==> src/hdl/nep_map.svh <==
`ifndef NEP_MAP_SVH
`define NEP_MAP_SVH
// ----------------------------------------
// Register offsets
// ----------------------------------------
`define NEP_OFS_INDEX       16'h302A
`define NEP_OFS_PROT        16'h3029
`define NEP_OFS_COMMAND_OBJECT_WORD_HI     16'h302D
`define NEP_OFS_COMMAND_OBJECT_WORD_LO     16'h302B
`define NEP_OFS_OPTION      16'h302C
`define NEP_OFS_STATUS      16'h302E
`define NEP_OFS_MASK        16'h302F
`define NEP_OFS_EE_REQ      16'h3030
`define NEP_OFS_EE_ADDR     16'h3031
// ----------------------------------------
// Field positions
// ----------------------------------------
`define NEP_PROT_OPEN_BIT   7
`define NEP_STAT_VIOL_BIT   0
`define NEP_STAT_BLKREF_BIT 1
`define NEP_STAT_DONE_BIT   2
`define NEP_REQ_GO_BIT      0
`define NEP_REQ_ERASE_BIT   1
`define NEP_REQ_BLOCK_BIT   2
// ----------------------------------------
// Configuration field addresses and reset values
// ----------------------------------------
`define NEP_CFG_PROT_ADDR   16'hFF7D
`define NEP_CFG_OPT_ADDR    16'hFF7E
`define NEP_PROT_SAFE       8'h07
`define NEP_COMMAND_OBJECT_WORD_WORDS      6
`endif

==> src/hdl/nep_pkg.sv <==
package nep_pkg;
    typedef enum logic [1:0] {
        NEP_LD_PROT = 2'b00,
        NEP_LD_OPT  = 2'b01,
        NEP_LD_DONE = 2'b11
    } nep_load_t;
endpackage : nep_pkg

==> src/hdl/nep_cfg_loader.sv <==
`timescale 1ns/1ps
`include "nep_map.svh"
module nep_cfg_loader (
    input  wire logic        clk,
    input  wire logic        rst,
    output logic [15:0]      cfg_addr,
    input  wire logic [7:0]  cfg_data,
    output logic             load_prot,
    output logic             load_opt,
    output logic             done
);
    nep_pkg::nep_load_t state_q;
    nep_pkg::nep_load_t state_d;

    always_comb begin
        state_d   = state_q;
        load_prot = 1'b0;
        load_opt  = 1'b0;
        cfg_addr  = `NEP_CFG_PROT_ADDR;
        case (state_q)
            nep_pkg::NEP_LD_PROT: begin
                load_prot = 1'b1;
                state_d   = nep_pkg::NEP_LD_OPT;
            end
            nep_pkg::NEP_LD_OPT: begin
                cfg_addr = `NEP_CFG_OPT_ADDR;
                load_opt = 1'b1;
                state_d  = nep_pkg::NEP_LD_DONE;
            end
            nep_pkg::NEP_LD_DONE: state_d = nep_pkg::NEP_LD_DONE;
            default: state_d = nep_pkg::NEP_LD_PROT;
        endcase
    end

    assign done = (state_q == nep_pkg::NEP_LD_DONE);

    always_ff @(posedge clk or posedge rst) begin
        if (rst) begin
            state_q <= nep_pkg::NEP_LD_PROT;
        end else begin
            state_q <= state_d;
        end
    end
endmodule : nep_cfg_loader

==> src/hdl/nep_sector_check.sv <==
`timescale 1ns/1ps
module nep_sector_check #(
    parameter int SECTORS   = 8,
    parameter int ADDR_W    = 8
) (
    input  wire logic [ADDR_W-1:0] addr,
    input  wire logic              open_bit,
    input  wire logic [2:0]        size,
    output logic                   addr_prot,
    output logic                   any_prot
);
    // ----------------------------------------
    // Sector decode
    // ----------------------------------------
    localparam int SEC_W = $clog2(SECTORS);
    initial begin
        if (SECTORS != 8 || ADDR_W < SEC_W) $error("nep_sector_check: unsupported geometry");
    end
    logic [SECTORS-1:0] prot_map;
    logic [SEC_W-1:0]   sec;
    assign sec = addr[ADDR_W-1 -: SEC_W];
    // Size n protects the top n+1 sectors, so larger values cover more
    genvar g;
    generate
        for (g = 0; g < SECTORS; g = g + 1) begin : g_sec
            assign prot_map[g] = !open_bit && (g >= (SECTORS - 1 - int'(size)));
        end
    endgenerate
    assign addr_prot = prot_map[sec];
    assign any_prot  = |prot_map;
endmodule : nep_sector_check

==> src/hdl/nep_regs.sv <==
// Our own choice: the plain strobed port.
`timescale 1ns/1ps
`include "nep_map.svh"
// What this block does
// - Protection writes can only add protection; a loosening field in a write is ignored.
// - Open bit only goes 1 to 0; size only accepts larger values.
// - While open bit is set, size is ignored for protection decisions.
// - Reset loads open bit and size from config byte at 0xFF7D.
// - Program or erase to protected location is refused and sets violation flag.
// - Block erase refused while any sector is protected.
// - Open bit 1 disables protection; 0 protects range set by size.
// - Protection register bits 6 to 3 always read zero.
// - Protection size field is exposed in the protection register.
// - Six 16-bit command words chosen by index, accessed bytewise.
// - High register is bits 15:8, low register bits 7:0 of word.
// - Reset loads all eight option bits from config byte at 0xFF7E.
module nep_regs #(
    parameter int EE_ADDR_W = 8
) (
    input  wire logic                 CLOCK,
    input  wire logic                 RST,
    input  wire logic [15:0]          ADDR,
    input  wire logic [7:0]           WDATA,
    input  wire logic                 WR,
    input  wire logic                 RD,
    output logic      [7:0]           RDATA,
    output logic      [15:0]          CFG_ADDR,
    input  wire logic [7:0]           CFG_DATA,
    output logic                      EE_OP_GO,
    output logic                      EE_OP_ERASE,
    output logic                      EE_OP_BLOCK,
    output logic      [EE_ADDR_W-1:0] EE_OP_ADDR,
    output logic                      IRQ
);
    // ----------------------------------------
    // Checks
    // ----------------------------------------
    initial begin
        if (EE_ADDR_W < 3 || EE_ADDR_W > 8) $error("nep_regs: EE_ADDR_W out of range");
    end

    // ----------------------------------------
    // State
    // ----------------------------------------
    logic [7:0]           prot_q,    prot_d;
    logic [7:0]           opt_q,     opt_d;
    logic [2:0]           idx_q,     idx_d;
    logic [15:0]          command_object_word_q [`NEP_COMMAND_OBJECT_WORD_WORDS];
    logic [15:0]          command_object_word_d [`NEP_COMMAND_OBJECT_WORD_WORDS];
    logic [2:0]           stat_q,    stat_d;
    logic [2:0]           mask_q,    mask_d;
    logic [2:0]           req_q,     req_d;
    logic [EE_ADDR_W-1:0] eaddr_q,   eaddr_d;
    logic [7:0]           rdata_q,   rdata_d;
    logic                 go_q,      go_d;
    logic                 erase_q,   erase_d;
    logic                 block_q,   block_d;
    logic [EE_ADDR_W-1:0] op_addr_q, op_addr_d;
    logic                 irq_q,     irq_d;

    logic                 load_prot;
    logic                 load_opt;
    logic                 load_done;
    logic                 addr_prot;
    logic                 any_prot;
    logic                 eff_open;
    logic [2:0]           eff_size;
    logic [15:0]          cfg_addr;
    logic [15:0]          cfg_addr_d;

    nep_cfg_loader u_loader (
        .clk       (CLOCK),
        .rst       (RST),
        .cfg_addr  (cfg_addr),
        .cfg_data  (CFG_DATA),
        .load_prot (load_prot),
        .load_opt  (load_opt),
        .done      (load_done)
    );

    // The registered address must already name the byte the loader takes next
    assign cfg_addr_d = load_prot ? `NEP_CFG_OPT_ADDR : cfg_addr;

    // Until the load finishes every sector counts as protected
    assign eff_open = load_done ? prot_q[`NEP_PROT_OPEN_BIT] : 1'b0;
    assign eff_size = load_done ? prot_q[2:0] : 3'h7;

    nep_sector_check #(
        .SECTORS (8),
        .ADDR_W  (EE_ADDR_W)
    ) u_check (
        .addr      (eaddr_q),
        .open_bit  (eff_open),
        .size      (eff_size),
        .addr_prot (addr_prot),
        .any_prot  (any_prot)
    );

    // ----------------------------------------
    // Next state
    // ----------------------------------------
    logic        command_object_word_wr_hi;
    logic        command_object_word_wr_lo;
    logic        idx_ok;
    logic        refuse;
    logic        launch;
    logic [2:0]  ev;
    logic [15:0] sel_word;

    assign idx_ok     = (idx_q < 3'(`NEP_COMMAND_OBJECT_WORD_WORDS));
    assign command_object_word_wr_hi = WR && (ADDR == `NEP_OFS_COMMAND_OBJECT_WORD_HI) && idx_ok;
    assign command_object_word_wr_lo = WR && (ADDR == `NEP_OFS_COMMAND_OBJECT_WORD_LO) && idx_ok;
    assign sel_word   = idx_ok ? command_object_word_q[idx_q] : 16'h0000;
    assign launch     = req_q[`NEP_REQ_GO_BIT];
    // Block erase needs the whole array open; single ops need their sector open
    assign refuse     = req_q[`NEP_REQ_BLOCK_BIT] ? any_prot : addr_prot;

    always_comb begin
        prot_d    = prot_q;
        opt_d     = opt_q;
        idx_d     = idx_q;
        stat_d    = stat_q;
        mask_d    = mask_q;
        req_d     = 3'h0;
        eaddr_d   = eaddr_q;
        go_d      = 1'b0;
        erase_d   = erase_q;
        block_d   = block_q;
        op_addr_d = op_addr_q;
        rdata_d   = 8'h00;
        ev        = 3'h0;
        for (int i = 0; i < `NEP_COMMAND_OBJECT_WORD_WORDS; i++) begin
            command_object_word_d[i] = command_object_word_q[i];
        end

        if (load_prot) begin
            prot_d = {CFG_DATA[`NEP_PROT_OPEN_BIT], 4'h0, CFG_DATA[2:0]};
        end
        if (load_opt) begin
            opt_d = CFG_DATA;
        end

        if (WR && load_done) begin
            case (ADDR)
                `NEP_OFS_PROT: begin
                    // Each field tightens on its own; a loosening field is dropped
                    if (prot_q[`NEP_PROT_OPEN_BIT] && !WDATA[`NEP_PROT_OPEN_BIT]) begin
                        prot_d[`NEP_PROT_OPEN_BIT] = 1'b0;
                    end
                    if (WDATA[2:0] > prot_q[2:0]) begin
                        prot_d[2:0] = WDATA[2:0];
                    end
                end
                `NEP_OFS_INDEX:   idx_d   = WDATA[2:0];
                `NEP_OFS_MASK:    mask_d  = WDATA[2:0];
                `NEP_OFS_EE_ADDR: eaddr_d = WDATA[EE_ADDR_W-1:0];
                `NEP_OFS_EE_REQ:  req_d   = WDATA[2:0];
                default: ;
            endcase
        end
        if (command_object_word_wr_hi) begin
            command_object_word_d[idx_q][15:8] = WDATA;
        end
        if (command_object_word_wr_lo) begin
            command_object_word_d[idx_q][7:0] = WDATA;
        end

        if (launch) begin
            if (refuse) begin
                ev[`NEP_STAT_VIOL_BIT]   = 1'b1;
                ev[`NEP_STAT_BLKREF_BIT] = req_q[`NEP_REQ_BLOCK_BIT];
            end else begin
                go_d                   = 1'b1;
                erase_d                = req_q[`NEP_REQ_ERASE_BIT];
                block_d                = req_q[`NEP_REQ_BLOCK_BIT];
                op_addr_d              = eaddr_q;
                ev[`NEP_STAT_DONE_BIT] = 1'b1;
            end
        end

        if (RD) begin
            case (ADDR)
                `NEP_OFS_PROT:    rdata_d = {prot_q[7], 4'h0, prot_q[2:0]};
                `NEP_OFS_INDEX:   rdata_d = {5'h00, idx_q};
                `NEP_OFS_COMMAND_OBJECT_WORD_HI: rdata_d = sel_word[15:8];
                `NEP_OFS_COMMAND_OBJECT_WORD_LO: rdata_d = sel_word[7:0];
                `NEP_OFS_OPTION:  rdata_d = opt_q;
                `NEP_OFS_STATUS:  rdata_d = {5'h00, stat_q};
                `NEP_OFS_MASK:    rdata_d = {5'h00, mask_q};
                `NEP_OFS_EE_ADDR: rdata_d = 8'(eaddr_q);
                default:          rdata_d = 8'h00;
            endcase
            // Read clears status, but an event in the same cycle survives
            if (ADDR == `NEP_OFS_STATUS) begin
                stat_d = 3'h0;
            end
        end
        stat_d = stat_d | ev;
        irq_d  = |(stat_d & mask_d);
    end

    // ----------------------------------------
    // Registers
    // ----------------------------------------
    always_ff @(posedge CLOCK or posedge RST) begin
        if (RST) begin
            prot_q    <= `NEP_PROT_SAFE;
            opt_q     <= 8'h00;
            idx_q     <= 3'h0;
            stat_q    <= 3'h0;
            mask_q    <= 3'h0;
            req_q     <= 3'h0;
            eaddr_q   <= '0;
            rdata_q   <= 8'h00;
            go_q      <= 1'b0;
            erase_q   <= 1'b0;
            block_q   <= 1'b0;
            op_addr_q <= '0;
            irq_q     <= 1'b0;
            CFG_ADDR  <= `NEP_CFG_PROT_ADDR;
            for (int i = 0; i < `NEP_COMMAND_OBJECT_WORD_WORDS; i++) begin
                command_object_word_q[i] <= 16'h0000;
            end
        end else begin
            prot_q    <= prot_d;
            opt_q     <= opt_d;
            idx_q     <= idx_d;
            stat_q    <= stat_d;
            mask_q    <= mask_d;
            req_q     <= req_d;
            eaddr_q   <= eaddr_d;
            rdata_q   <= rdata_d;
            go_q      <= go_d;
            erase_q   <= erase_d;
            block_q   <= block_d;
            op_addr_q <= op_addr_d;
            irq_q     <= irq_d;
            CFG_ADDR  <= cfg_addr_d;
            for (int i = 0; i < `NEP_COMMAND_OBJECT_WORD_WORDS; i++) begin
                command_object_word_q[i] <= command_object_word_d[i];
            end
        end
    end

    assign RDATA       = rdata_q;
    assign EE_OP_GO    = go_q;
    assign EE_OP_ERASE = erase_q;
    assign EE_OP_BLOCK = block_q;
    assign EE_OP_ADDR  = op_addr_q;
    assign IRQ         = irq_q;
endmodule : nep_regs

==> config.mk <==
export PLATFORM = sky130hd
export DESIGN_NAME = nep_regs
export DESIGN_NICKNAME = d
export VERILOG_FILES = /design/src/hdl/nep_pkg.sv /design/src/hdl/nep_cfg_loader.sv /design/src/hdl/nep_sector_check.sv /design/src/hdl/nep_regs.sv
export VERILOG_INCLUDE_DIRS = /design/src /design/src/hdl
export SDC_FILE = /design/constraint.sdc
export NUM_CORES = 1
export LEC_CHECK = 0
export BUFFER_PORTS_ARGS = -buffer_cell sky130_fd_sc_hd__buf_2
export CORE_AREA = 2 2 119 121
export CTS_BUF_LIST = sky130_fd_sc_hd__clkbuf_16
export DETAILED_ROUTE_END_ITERATION = 8
export DIE_AREA = 0 0 121 123
export PLACE_DENSITY = 0.75
export SKIP_CTS_REPAIR_TIMING = 1
export SYNTH_ARGS = -nofsm -noshare
export SYNTH_HDL_FRONTEND = slang
export SYNTH_SLANG_ARGS = --single-unit
==> constraint.sdc <==
create_clock -name CLOCK -period 8.8 [get_ports CLOCK]
set_input_delay 0.44 -clock CLOCK [delete_from_list [all_inputs] [get_ports CLOCK]]
set_output_delay 0.44 -clock CLOCK [all_outputs]
set_load 0.02 [all_outputs]
; After elaboration in Yosys (flattened, before gate mapping)
; Cells that the tools add are included.
[word_totals]
input_bits = 36
elab_cells = 115
reg_bits = 166
out_inout_bits = 36
[classes]
n_bitwise = 4
n_mux = 41
reduce_logical = 24
addsub = 1
eq_ne = 11
magnitude_cmp = 13
[ops]
columns = operator, n
row1 = $bwmux W96, 2
row2 = $mux W96, 2
row3 = $eq A16 B14 Y1 const B, 9
row4 = $ge A4 B32 Y1 const A, 4
row5 = $demux W16 S3, 2
row6 = $mux W16, 5
row7 = $ge A3 B32 Y1 const A, 2
row8 = $pmux W8 S8, 1
row9 = $bmux W16 S3, 1
row10 = $mux W3, 11
row11 = $ge A1 B32 Y1 const A, 1
row12 = $ge A2 B32 Y1 const A, 1
row13 = $mux W8, 3
row14 = $logic_and A1 B1 Y1, 15
row15 = $mux W1, 10
row16 = $reduce_or A8 Y1, 1
row17 = $reduce_and A2 Y1, 3
row18 = $ge A4 B4 Y1 const B, 1
row19 = $lt A3 B4 Y1 const B, 1
row20 = $lt A4 B1 Y1 const B, 1
row21 = $mux W2, 2
row22 = $not A3 Y4, 1
row23 = $pmux W2 S2, 1
row24 = $sub A3 B3 Y4 const A, 1
row25 = 12 further kinds, 13

; Logic depth before layout (Yosys ltp)
; Gate-level depths: netlist (run 1).
[logic_depth]
word_depth = 13
depth_mapped = 7
depth_no_buf = 6

; By module
; From an unflattened synthesis (run 1), not the netlist that was laid out.
[hier_totals]
hier_cells = 595
area_unflattened_um2 = 7646.1
[modules_own_cells]
columns = module, area_per_inst_um2, n_inst, cells_per_inst
row1 = nep_regs, 7405.9, 1, 564
row2 = nep_cfg_loader, 206.4, 1, 26
row3 = nep_sector_check, 33.8, 1, 5

; Worst setup path before layout (run 1)
; OpenSTA, ideal clock, no wires.
[synth_path]
kind = in2reg
startpoint = input ADDR[14]
endpoint = register irq_q (netlist: IRQ)
required_time_ns = 8.658
path_stages = 5
arrival_time_ns = 2.099
path_buffers = 0
setup_time_ns = 0.142
slack_ns = 6.559
path_cell_list = or4b_4 -> or3_4 -> or3_4 -> mux2i_1 -> o221ai_1
[synth_via]
elab_chain_len = 6
[synth_lines]
columns = element, line
row1 = "start, declared", nep_regs.sv:22  ; input wire logic [15:0] ADDR,
row2 = $eq A16 B14 Y1, --
row3 = $mux W3, nep_regs.sv:194  ; if (ADDR == `NEP_OFS_STATUS) begin
row4 = $mux W3, nep_regs.sv:181  ; if (RD) begin
row5 = $or A3 B3 Y3, nep_regs.sv:198  ; stat_d = stat_d | ev;
row6 = $and A3 B3 Y3 *, nep_regs.sv:199  ; irq_d = |(stat_d & mask_d);
row7 = $reduce_or A3 Y1 *, nep_regs.sv:199
row8 = via irq_d, nep_regs.sv:59  ; logic irq_q, irq_d;
row9 = "end signal, assigned", nep_regs.sv:237  ; irq_q <= irq_d;
row10 = "end, declared", nep_regs.sv:59
; Mark *: on every way through the listed nets, which the timed path passes. The rest lies on a longest branch.
; A chain may end at the register's enable or synchronous reset.

; Worst setup path in the final report (run 1)
[layout_path]
startpoint = input ADDR[14]
endpoint = register command_object_word_q[78] (netlist name)
[layout_via]
elab_chain_len = 6
[layout_lines]
columns = element, line
row1 = $eq A16 B14 Y1, --
row2 = $logic_and A1 B1 Y1 (2 in a row), nep_regs.sv:111  ; assign command_object_word_wr_hi = WR && (ADDR == `NEP_OFS_COMMAND_OBJECT_WORD_HI) && idx_ok;
row3 = $mux W96, nep_regs.sv:161  ; if (command_object_word_wr_hi) begin
row4 = $bwmux W96, nep_regs.sv:165  ; command_object_word_d[idx_q][7:0] = WDATA;
row5 = $mux W96 *, nep_regs.sv:164  ; if (command_object_word_wr_lo) begin
row6 = "end signal, assigned by index", nep_regs.sv:240  ; command_object_word_q[i] <= command_object_word_d[i];
row7 = "end, declared", nep_regs.sv:48  ; logic [15:0] command_object_word_q [`NEP_COMMAND_OBJECT_WORD_WORDS];
; Every way passes the cells marked *; elsewhere a longest branch is shown, timed or not.

==> results of run 1 <==
[area by class of cell]
type,count,area [µm²],area share [%]
multi-input combinational,367,3187,38.74
inverter,20,80.08,0.9735
clock buffer,17,425.4,5.172
clock inverter,15,183.9,2.236
tap,180,225.2,2.738
sequential,152,3809,46.30
timing repair buffer,61,315.3,3.833
[worst paths after layout]
kind	from	end	slack, ns	cells after the start
setup / recovery	ADDR[14]	command_object_word_q[78]	6.44	6
hold / removal	RST	EE_OP_ADDR[7]	0.19	2
setup reg to reg	idx_q[2]	command_object_word_q[42]	6.52	5
hold reg to reg	req_q[1]	EE_OP_ERASE	0.48	1
max in group asynchronous	RST	command_object_word_q[81]	7.30	3
min in group CLOCK	CFG_DATA[3]	opt_q[3]	0.24	2
[cells in the final DEF, fill, tap and decap left out, drive strengths merged, types with 7 or more instances in the layout]
| master | instances |
|---|---|
| clkbuf | 17 |
| nor3 | 7 |
| nand2 | 21 |
| a22oi | 14 |
| conb | 14 |
| inv | 23 |
| and3 | 7 |
| nand3 | 12 |
| clkinv | 8 |
| o22ai | 13 |
| nor2 | 7 |
| o21ai | 10 |
| mux2 | 129 |
| a21oi | 7 |
| buf | 61 |
| mux2i | 33 |
| nor2b | 9 |
| dfrtp | 148 |
| o211ai | 8 |
[worst max-delay path, cell delays in order]
cell     delay (ns)
buf_2          0.11
nor4b_1        0.41
nand2_1        0.28
nor2_1         0.44
nand4_1        0.53
mux2_2         0.45
[per-layer routing]
metal / GRT usage [%] / vias up / wire, µm
li1: - / 2176 / -
met1: 32.02 / 2518 / 7320
met2: 40.31 / 163 / 8508
met3: 4.889 / 34 / 870
met4: 10.32 / 0 / 344
met5: 0 / - / 0
[per-stage QoR]
step	hold slack (ns)	setup slack, ns	power, W
3_5_place_dp	0.4658	6.003	0.0007746
6_report	0.1858	6.443	0.001514
4_1_cts	0.2358	6.443	0.001522
3_3_place_gp	0.4573	6.055	0.0007724
2_1_floorplan	0.4533	4.274	0.0007559
5_1_grt	0.2370	6.208	0.001556
[registers in the layout (all words and copies together) (netlist names)]
name / cells
stat_q: 3
req_q: 3
idx_q: 3
mask_q: 3
RDATA: 8
EE_OP_ERASE: 1
opt_q: 8
eaddr_q: 8
EE_OP_ADDR: 8
EE_OP_BLOCK: 1
u_loader.state_q: 2
IRQ: 1
prot_q: 4
command_object_word_q: 96
CFG_ADDR: 2
EE_OP_GO: 1
[power groups by stage]
stage	clock network [W]	registers (W)	logic, W
after floorplan	0	0.000717	0.0000393
after global placement	0	0.000717	0.0000550
after detailed placement	0	0.000718	0.0000571
after CTS	0.000760	0.000705	0.0000573
after global routing	0.000788	0.000705	0.0000633
final	0.000752	0.000705	0.0000568
[kinds of logic after synthesis]
family / Yosys count / synth area share (%)
compound gates: 83 / 8.175
fa+ha+maj: 3 / 0.5153
buf+inv: 69 / 4.602
flops: 152 / 52.28
mux: 166 / 25.71
other cells: 2 / 0.1031
simple gates: 101 / 8.621
==> flow_metrics.py, run 1 <==
metrics = {
    "outcome": {
        "outcome": "finished, final reports clean",
    },
    "layout": {
        "final_layout_size_suffix_gt1_share_pct": 38.13,
        "finalNetCount": 658,
        "stdcell_area_um2": 8225,
        "num_antenna_cells": 0,
        "fin_cells": 812,
        "fin_util_pct": 60.43,
        "syn2layout_area_growth_pct": 12.90,
        "fill_cells": 1050,
    },
    "clock_network": {
        "cts.sinks": 152,
        "cts_inserted_buffers": 17,
        "cts_tree": "yes",
        "h-tree-depth": 4,
        "clockRootBuffer": "clkbuf_16",
        "insertion_delay_ns": 0.43,
        "clock_path_buffers": 2,
        "clk_pin_slew_worst_paths_ns": 0.06,
    },
    "global_route": {
        "overflow": 0,
        "antenna_found_initial": 0,
        "grt_pass1_wl_um": 27660,
        "grt_use_total_pct": 24.56,
        "grt_max_degree": 96,
        "first_global_vias": 4995,
    },
    "placed_design": {
        "dpl.hpwl_um": 11500,
        "dp.cells": 780,
        "gp_congestion": 0.9682,
        "place_area_um2": 7616,
        "port_buffers": 57,
    },
    "power": {
        "clockPowerShare_pct": 49.7,
        "leakagePower_nw": 3.939,
        "switchingPower_w": 0.0003280,
        "peakVddDrop_uv": 157.9,
        "p_comb_share_pct": 3.8,
        "p_int_w": 0.001186,
        "power.share.switching_pct": 21.66,
        "powerDensity_nw_per_um2": 184.0,
        "seqPwrFrac_pct": 46.6,
    },
    "critical_path": {
        "critPathMaxFanout": 8,
        "critPathLaunchType": "input pin",
        "critPathKind": "input pin to flop",
        "end_kind": "flop",
        "cp_data_arrival_time_ns": 2.67,
        "required_ns": 9.11,
    },
    "synthesis": {
        "ys.flop_type": "dfrtp_1",
        "ys_seq_area_share_pct": 52.28,
        "synth-edff-count": 0,
        "ys_warn_count": 0,
        "yosysUniqueCellTypes": 59,
        "synth_area_per_cell_um2": 12.65,
        "synth_commonest_cells": "dfrtp_1 (148), mux2_2 (128), mux2i_1 (33), clkbuf_1 (23), nand2_1 (21)",
        "synth_top_area_share_pct": 50.83,
        "ys_ff_latch": 152,
        "async_flop_share_pct": 100.0,
        "yosysTopAreaCell": "dfrtp_1",
        "synth.area.top_cells": "dfrtp_1 (51%), mux2_2 (20%), mux2i_1 (4.5%)",
        "synth.most_common_cell": "dfrtp_1",
        "syn-cell-area_um2": 7286,
        "syn_inst": 576,
    },
    "routing": {
        "dr.first_iter.drc_count": 427,
        "dr.pass1.iters": 5,
        "drc_errors": 0,
        "wire_per_inst_um": 20.99,
        "ant_nets": 0,
        "via_per_inst": 6.023,
        "vias": 4891,
        "wl_um": 17040,
    },
    "floorplan": {
        "ioPinCount": 72,
        "initial_core_util_pct": 53.53,
        "die_height_um": 123,
        "die-width_um": 121,
        "dieArea_um2": 14880,
        "std_cell_rows": 43,
        "core_area_um2": 13610,
    },
    "sta": {
        "slew_violations": 0,
        "finalHoldViolations": 0,
        "tightestPinTransition_ns": 0.8496,
        "max_freq_mhz": 424.3,
        "rsz0062_at_grt": "false",
        "finalCritPeriodShare_pct": 26.78,
        "clock_skew_ns": 0.008230,
        "period_minus_slack_ns": 2.357,
        "tns_ns": 0,
        "max_slew_margin_pct": 42.92,
        "setup_viol": 0,
    },
    "run": {
        "max_cap_violations": 0,
    },
    "worst_hold_path": {
        "hold_class": "input pin to async pin",
    },
}
Power figures use the tool's default switching activity.
==> inputs of run 2 (changes only) <==
--- a/config.mk
+++ b/config.mk
@@ -7,11 +7,11 @@
 export NUM_CORES = 1
 export LEC_CHECK = 0
 export BUFFER_PORTS_ARGS = -buffer_cell sky130_fd_sc_hd__buf_2
-export CORE_AREA = 2 2 119 121
+export CORE_AREA = 2 2 121 123
 export CTS_BUF_LIST = sky130_fd_sc_hd__clkbuf_16
 export DETAILED_ROUTE_END_ITERATION = 8
-export DIE_AREA = 0 0 121 123
-export PLACE_DENSITY = 0.75
+export DIE_AREA = 0 0 123 125
+export PLACE_DENSITY = 0.76
 export SKIP_CTS_REPAIR_TIMING = 1
 export SYNTH_ARGS = -nofsm -noshare
 export SYNTH_HDL_FRONTEND = slang
==> constraint.sdc (replaced) <==
create_clock -name CLOCK -period 1.9 [get_ports CLOCK]
set_input_delay 0.095 -clock CLOCK [delete_from_list [all_inputs] [get_ports CLOCK]]
set_output_delay 0.095 -clock CLOCK [all_outputs]
set_load 0.02 [all_outputs]
==> run 2 against run 1 <==
Setup slack worse by 6.4 ns. Via count up 8.4%. Clock skew down 0.0013 ns.
==> flow_metrics.py, run 2 (synthesis results as in run 1) <==
metrics = {
    "global_route": {
        "overflow": 0,
        "first_global_vias": 5497,
        "antenna_found_initial": 0,
        "grt_pass1_wl_um": 29430,
        "grt_use_total_pct": 25.16,
        "grt_max_degree": 73,
    },
    "critical_path": {
        "critPathMaxFanout": 3,
        "cp_data_arrival_time_ns": 2.21,
        "end_kind": "flop",
        "path_cells": "inv_1 > ha_4 > nor2b_1 > o21a_1 > o211ai_2 > buf_4 > mux2i_1",
        "critPathLaunchType": "flop",
        "cpMaxStageDelayCell": "dfstp_2",
        "cpPeakStageDelay_ns": 0.56,
        "critPathKind": "flop to flop",
        "required_ns": 2.24,
    },
    "floorplan": {
        "core_area_um2": 14200,
        "std_cell_rows": 44,
        "ioPinCount": 72,
        "die_height_um": 125,
        "die-width_um": 123,
        "initial_core_util_pct": 51.29,
        "dieArea_um2": 15380,
    },
    "power": {
        "p_comb_share_pct": 4.4,
        "switchingPower_w": 0.001523,
        "leakagePower_nw": 4.272,
        "p_int_w": 0.005527,
        "peakVddDrop_uv": 665.9,
        "seqPwrFrac_pct": 46.4,
        "power.share.switching_pct": 21.60,
        "powerDensity_nw_per_um2": 793.7,
        "clockPowerShare_pct": 49.3,
    },
    "routing": {
        "vias": 5304,
        "dr.pass1.iters": 5,
        "wire_per_inst_um": 20.89,
        "ant_nets": 0,
        "dr.first_iter.drc_count": 377,
        "via_per_inst": 6.014,
        "drc_errors": 0,
        "wl_um": 18420,
    },
    "layout": {
        "largest-register": "command_object_word_q",
        "fill_cells": 1013,
        "final_layout_size_suffix_gt1_share_pct": 43.27,
        "largest_reg_flops": 96,
        "finalNetCount": 724,
        "fin_util_pct": 62.54,
        "syn2layout_area_growth_pct": 21.91,
        "stdcell_area_um2": 8882,
        "num_antenna_cells": 0,
        "final_cell_mix": "dfrtp_1 (146), mux2_2 (128), buf_2 (57)",
        "final_common_cell": "dfrtp_1",
    },
    "clock_network": {
        "h-tree-depth": 4,
        "insertion_delay_ns": 0.43,
        "clock_path_buffers": 2,
        "cts_inserted_buffers": 17,
        "cts_tree": "yes",
        "clockRootBuffer": "clkbuf_16",
        "clk_pin_slew_worst_paths_ns": 0.06,
        "cts.sinks": 152,
    },
    "sta": {
        "max_freq_mhz": 535.2,
        "finalHoldViolations": 0,
        "finalCritPeriodShare_pct": 98.34,
        "setup_viol": 0,
        "period_minus_slack_ns": 1.868,
        "slew_violations": 0,
        "max_slew_margin_pct": 65.63,
        "clock_skew_ns": 0.006959,
        "hold_ws_ns": 0.04940,
        "tightestPinTransition_ns": 0.5145,
        "worst_slack_ns": 0.03152,
    },
    "placed_design": {
        "gp_congestion": 0.9308,
        "place_area_um2": 8160,
        "port_buffers": 57,
        "dpl.hpwl_um": 12630,
        "place_ws_ns": -0.2226,
    },
    "worst_hold_path": {
        "hold_class": "input pin to flop",
    },
    "run": {
        "max_cap_violations": 0,
    },
    "outcome": {
        "outcome": "finished, final reports clean",
    },
}
[run 2: critical path, delay by kind of cell, from the launching register on]
family / cells / cell delay, ns
multiplexers: 1 / 0.22
AO/OA/AOI/OAI: 2 / 0.39
flip-flops: 1 / 0.56
adder cells (fa/ha/maj): 1 / 0.22
buffers and inverters: 2 / 0.26
AND/OR/NAND/NOR: 1 / 0.13
[run 2: worst paths after layout]
check	cells after the start	slack (ns)	end	start
max	7	0.03	prot_q[2]	prot_q[1]
min in group asynchronous	3	0.21	EE_OP_BLOCK	RST
min reg2reg	1	0.48	EE_OP_ERASE	req_q[1]
max reg2reg	7	0.03	prot_q[2]	prot_q[1]
max in group asynchronous	4	0.97	CFG_ADDR[0]	RST
min	3	0.05	RDATA[3]	RD
[run 2: layer usage]
metal	vias up	part of all wire, %	GRT usage (%)	wire, µm
li1	2314	-	-	-
met3	50	6.3	5.429	1158
met5	-	0	0	0
met1	2691	41	31.93	7468
met4	0	3.5	12.83	651
met2	249	50	40.43	9142
[run 2: per-stage QoR]
| step | power [W] | setup TNS (ns) | std cells |
|---|---|---|---|
| floorplan | 0.003502 | -16.08 | 588 |
| global placement | 0.003596 | -1.019 | 841 |
| detailed placement | 0.003612 | -2.695 | 841 |
| CTS | 0.007065 | -1.238 | 873 |
| global route | 0.007248 | -0.001328 | 882 |
| finish | 0.007050 | 0 | 882 |
[run 2: power groups by stage]
stage                     logic (W)  clock network, W  registers (W)
after floorplan            0.000183                 0        0.00332
after global placement     0.000273                 0        0.00332
after detailed placement   0.000288                 0        0.00332
after CTS                  0.000292           0.00351        0.00327
after global routing       0.000345           0.00364        0.00327
final                      0.000309           0.00347        0.00327
[run 2: final cells by class]
cell class	instances	area (µm²)	area share [%]
repair buffers	127	945.9	10.65
clock inverters	15	186.4	2.099
well taps	184	230.2	2.592
clock buffers	17	425.4	4.789
inverters	20	78.83	0.8874
flip-flops and latches	152	3811	42.91
multi-input cells	367	3204	36.08
==> inputs of run 3 (changes only) <==
==> constraint.sdc (replaced) <==
create_clock -name CLOCK -period 1.6 [get_ports CLOCK]
set_input_delay 0.08 -clock CLOCK [delete_from_list [all_inputs] [get_ports CLOCK]]
set_output_delay 0.08 -clock CLOCK [all_outputs]
set_load 0.02 [all_outputs]
==> run 3 against run 2 <==
The flow now finishes with violations (setup timing). Core utilization up 6.2 points. Critical path type unchanged. First-iteration DRC count grew 24%. Non-clock buffer count grew 48. Fmax increased by 6.8%. Critical path depth fell by 2. Clock power grew 14%.
==> flow_metrics.py, run 3 (synthesis results as in run 1) <==
metrics = {
    "routing": {
        "wire_per_inst_um": 21.61,
        "wl_um": 20070,
        "ant_nets": 0,
        "dr.pass1.iters": 7,
        "drc_errors": 0,
        "vias": 5386,
        "via_per_inst": 5.798,
        "dr.first_iter.drc_count": 466,
    },
    "global_route": {
        "first_global_vias": 5541,
        "grt_use_total_pct": 25.93,
        "grt_pass1_wl_um": 30150,
        "grt_max_degree": 53,
        "overflow": 0,
        "antenna_found_initial": 0,
    },
    "placed_design": {
        "port_buffers": 57,
        "dp.cells": 876,
        "dpl.hpwl_um": 13810,
        "place_area_um2": 8568,
        "gp_congestion": 0.9108,
        "place_ws_ns": -0.3855,
    },
    "power": {
        "finalPower_w": 0.008235,
        "peakVddDrop_uv": 800.8,
        "powerDensity_nw_per_um2": 843.3,
        "leakagePower_nw": 4.645,
    },
    "outcome": {
        "outcome": "finished with violations",
        "violations": "setup timing",
    },
    "layout": {
        "syn2layout_area_growth_pct": 34.02,
        "largest-register": "command_object_word_q",
        "fill_cells": 940,
        "final_cell_mix": "dfrtp_1 (145), mux2_2 (111), buf_4 (76)",
        "fin_cells": 929,
        "largest_reg_flops": 96,
        "num_antenna_cells": 0,
        "stdcell_area_um2": 9764,
        "final_layout_size_suffix_gt1_share_pct": 55.84,
        "finalNetCount": 772,
        "final_common_cell": "dfrtp_1",
    },
    "sta": {
        "max_freq_mhz": 571.6,
        "tns_ns": -3.616,
        "slew_violations": 0,
        "worst_slack_ns": -0.1494,
        "setup_viol": 68,
        "clock_skew_ns": 0.007340,
        "finalHoldViolations": 0,
        "finalCritPeriodShare_pct": 109.3,
        "rsz0062_at_grt": "true",
        "period_minus_slack_ns": 1.749,
    },
    "worst_hold_path": {
        "hold_class": "input pin to flop",
    },
    "clock_network": {
        "insertion_delay_ns": 0.43,
        "cts.sinks": 152,
        "clockRootBuffer": "clkbuf_16",
        "h-tree-depth": 4,
        "cts_inserted_buffers": 17,
        "cts_tree": "yes",
        "clock_path_buffers": 2,
        "clk_pin_slew_worst_paths_ns": 0.06,
    },
    "critical_path": {
        "r2r_setup_slack_ns": -0.15,
        "cp_data_arrival_time_ns": 2.06,
        "critPathKind": "flop to flop",
        "path_cells": "o22ai_1 > or3_4 > and3_4 > buf_4 > mux2_2",
        "critPathMaxFanout": 3,
        "critPathLaunchType": "flop",
        "cp_top_family": "simple AND/OR/NAND/NOR gates",
        "critPathBufInv": 1,
        "required_ns": 1.91,
        "cpPeakStageDelay_ns": 0.56,
        "cpMaxStageDelayCell": "dfstp_2",
        "end_kind": "flop",
    },
    "floorplan": {
        "core_area_um2": 14200,
        "die_height_um": 125,
        "ioPinCount": 72,
        "initial_core_util_pct": 51.29,
        "dieArea_um2": 15380,
        "die-width_um": 123,
        "std_cell_rows": 44,
    },
    "run": {
        "max_cap_violations": 0,
    },
}
-- run 3: worst register-to-register path, cell delays in order, from the launching register on --
cell and delay [ns]:
dfstp_2 0.56, o22ai_1 0.09, or3_4 0.39, and3_4 0.19, buf_4 0.15, mux2_2 0.27
-- run 3: report_power, final --
| part | switching, W | internal, W |
|---|---|---|
| clock | 0.00164 | 0.00229 |
| sequential | 0.0000119 | 0.00386 |
| combinational | 0.000272 | 0.000151 |
-- run 3: metal layers --
metal | global-route usage (%) | up-vias | wire, µm
met5 | 0 | - | 0
met4 | 10.43 | 0 | 462
met3 | 5.064 | 38 | 895
met2 | 41.01 | 163 | 9930
met1 | 35.12 | 2784 | 8785
li1 | - | 2401 | -
-- run 3: final timing paths --
| kind | from | end | cells past startpoint |
|---|---|---|---|
| max | prot_q[1] | EE_OP_ADDR[7] | 5 |
| min | WDATA[0] | prot_q[0] | 3 |
| max reg2reg | prot_q[1] | EE_OP_ADDR[7] | 5 |
| min reg2reg | req_q[1] | EE_OP_ERASE | 1 |
| max in group asynchronous | RST | prot_q[0] | 4 |
| min in group asynchronous | RST | req_q[2] | 3 |
-- run 3: per-stage QoR --
step,hold WS (ns),utilization (%)
floorplan,0.1939,-
global placement,0.06828,60.32
detailed placement,0.07519,60.32
CTS,-0.3789,64.34
global route,0.02889,68.75
finish,0.02313,68.75
-- run 3: layout make-up --
cell class / instances / area [µm²] / share of cell area, %
Sequential cell: 152 / 3812 / 39.04
Multi-Input combinational cell: 367 / 3650 / 37.38
Timing Repair Buffer: 175 / 1423 / 14.57
Clock buffer: 17 / 425.4 / 4.357
Tap cell: 184 / 230.2 / 2.358
Clock inverter: 14 / 145.1 / 1.486
Inverter: 20 / 78.83 / 0.8073
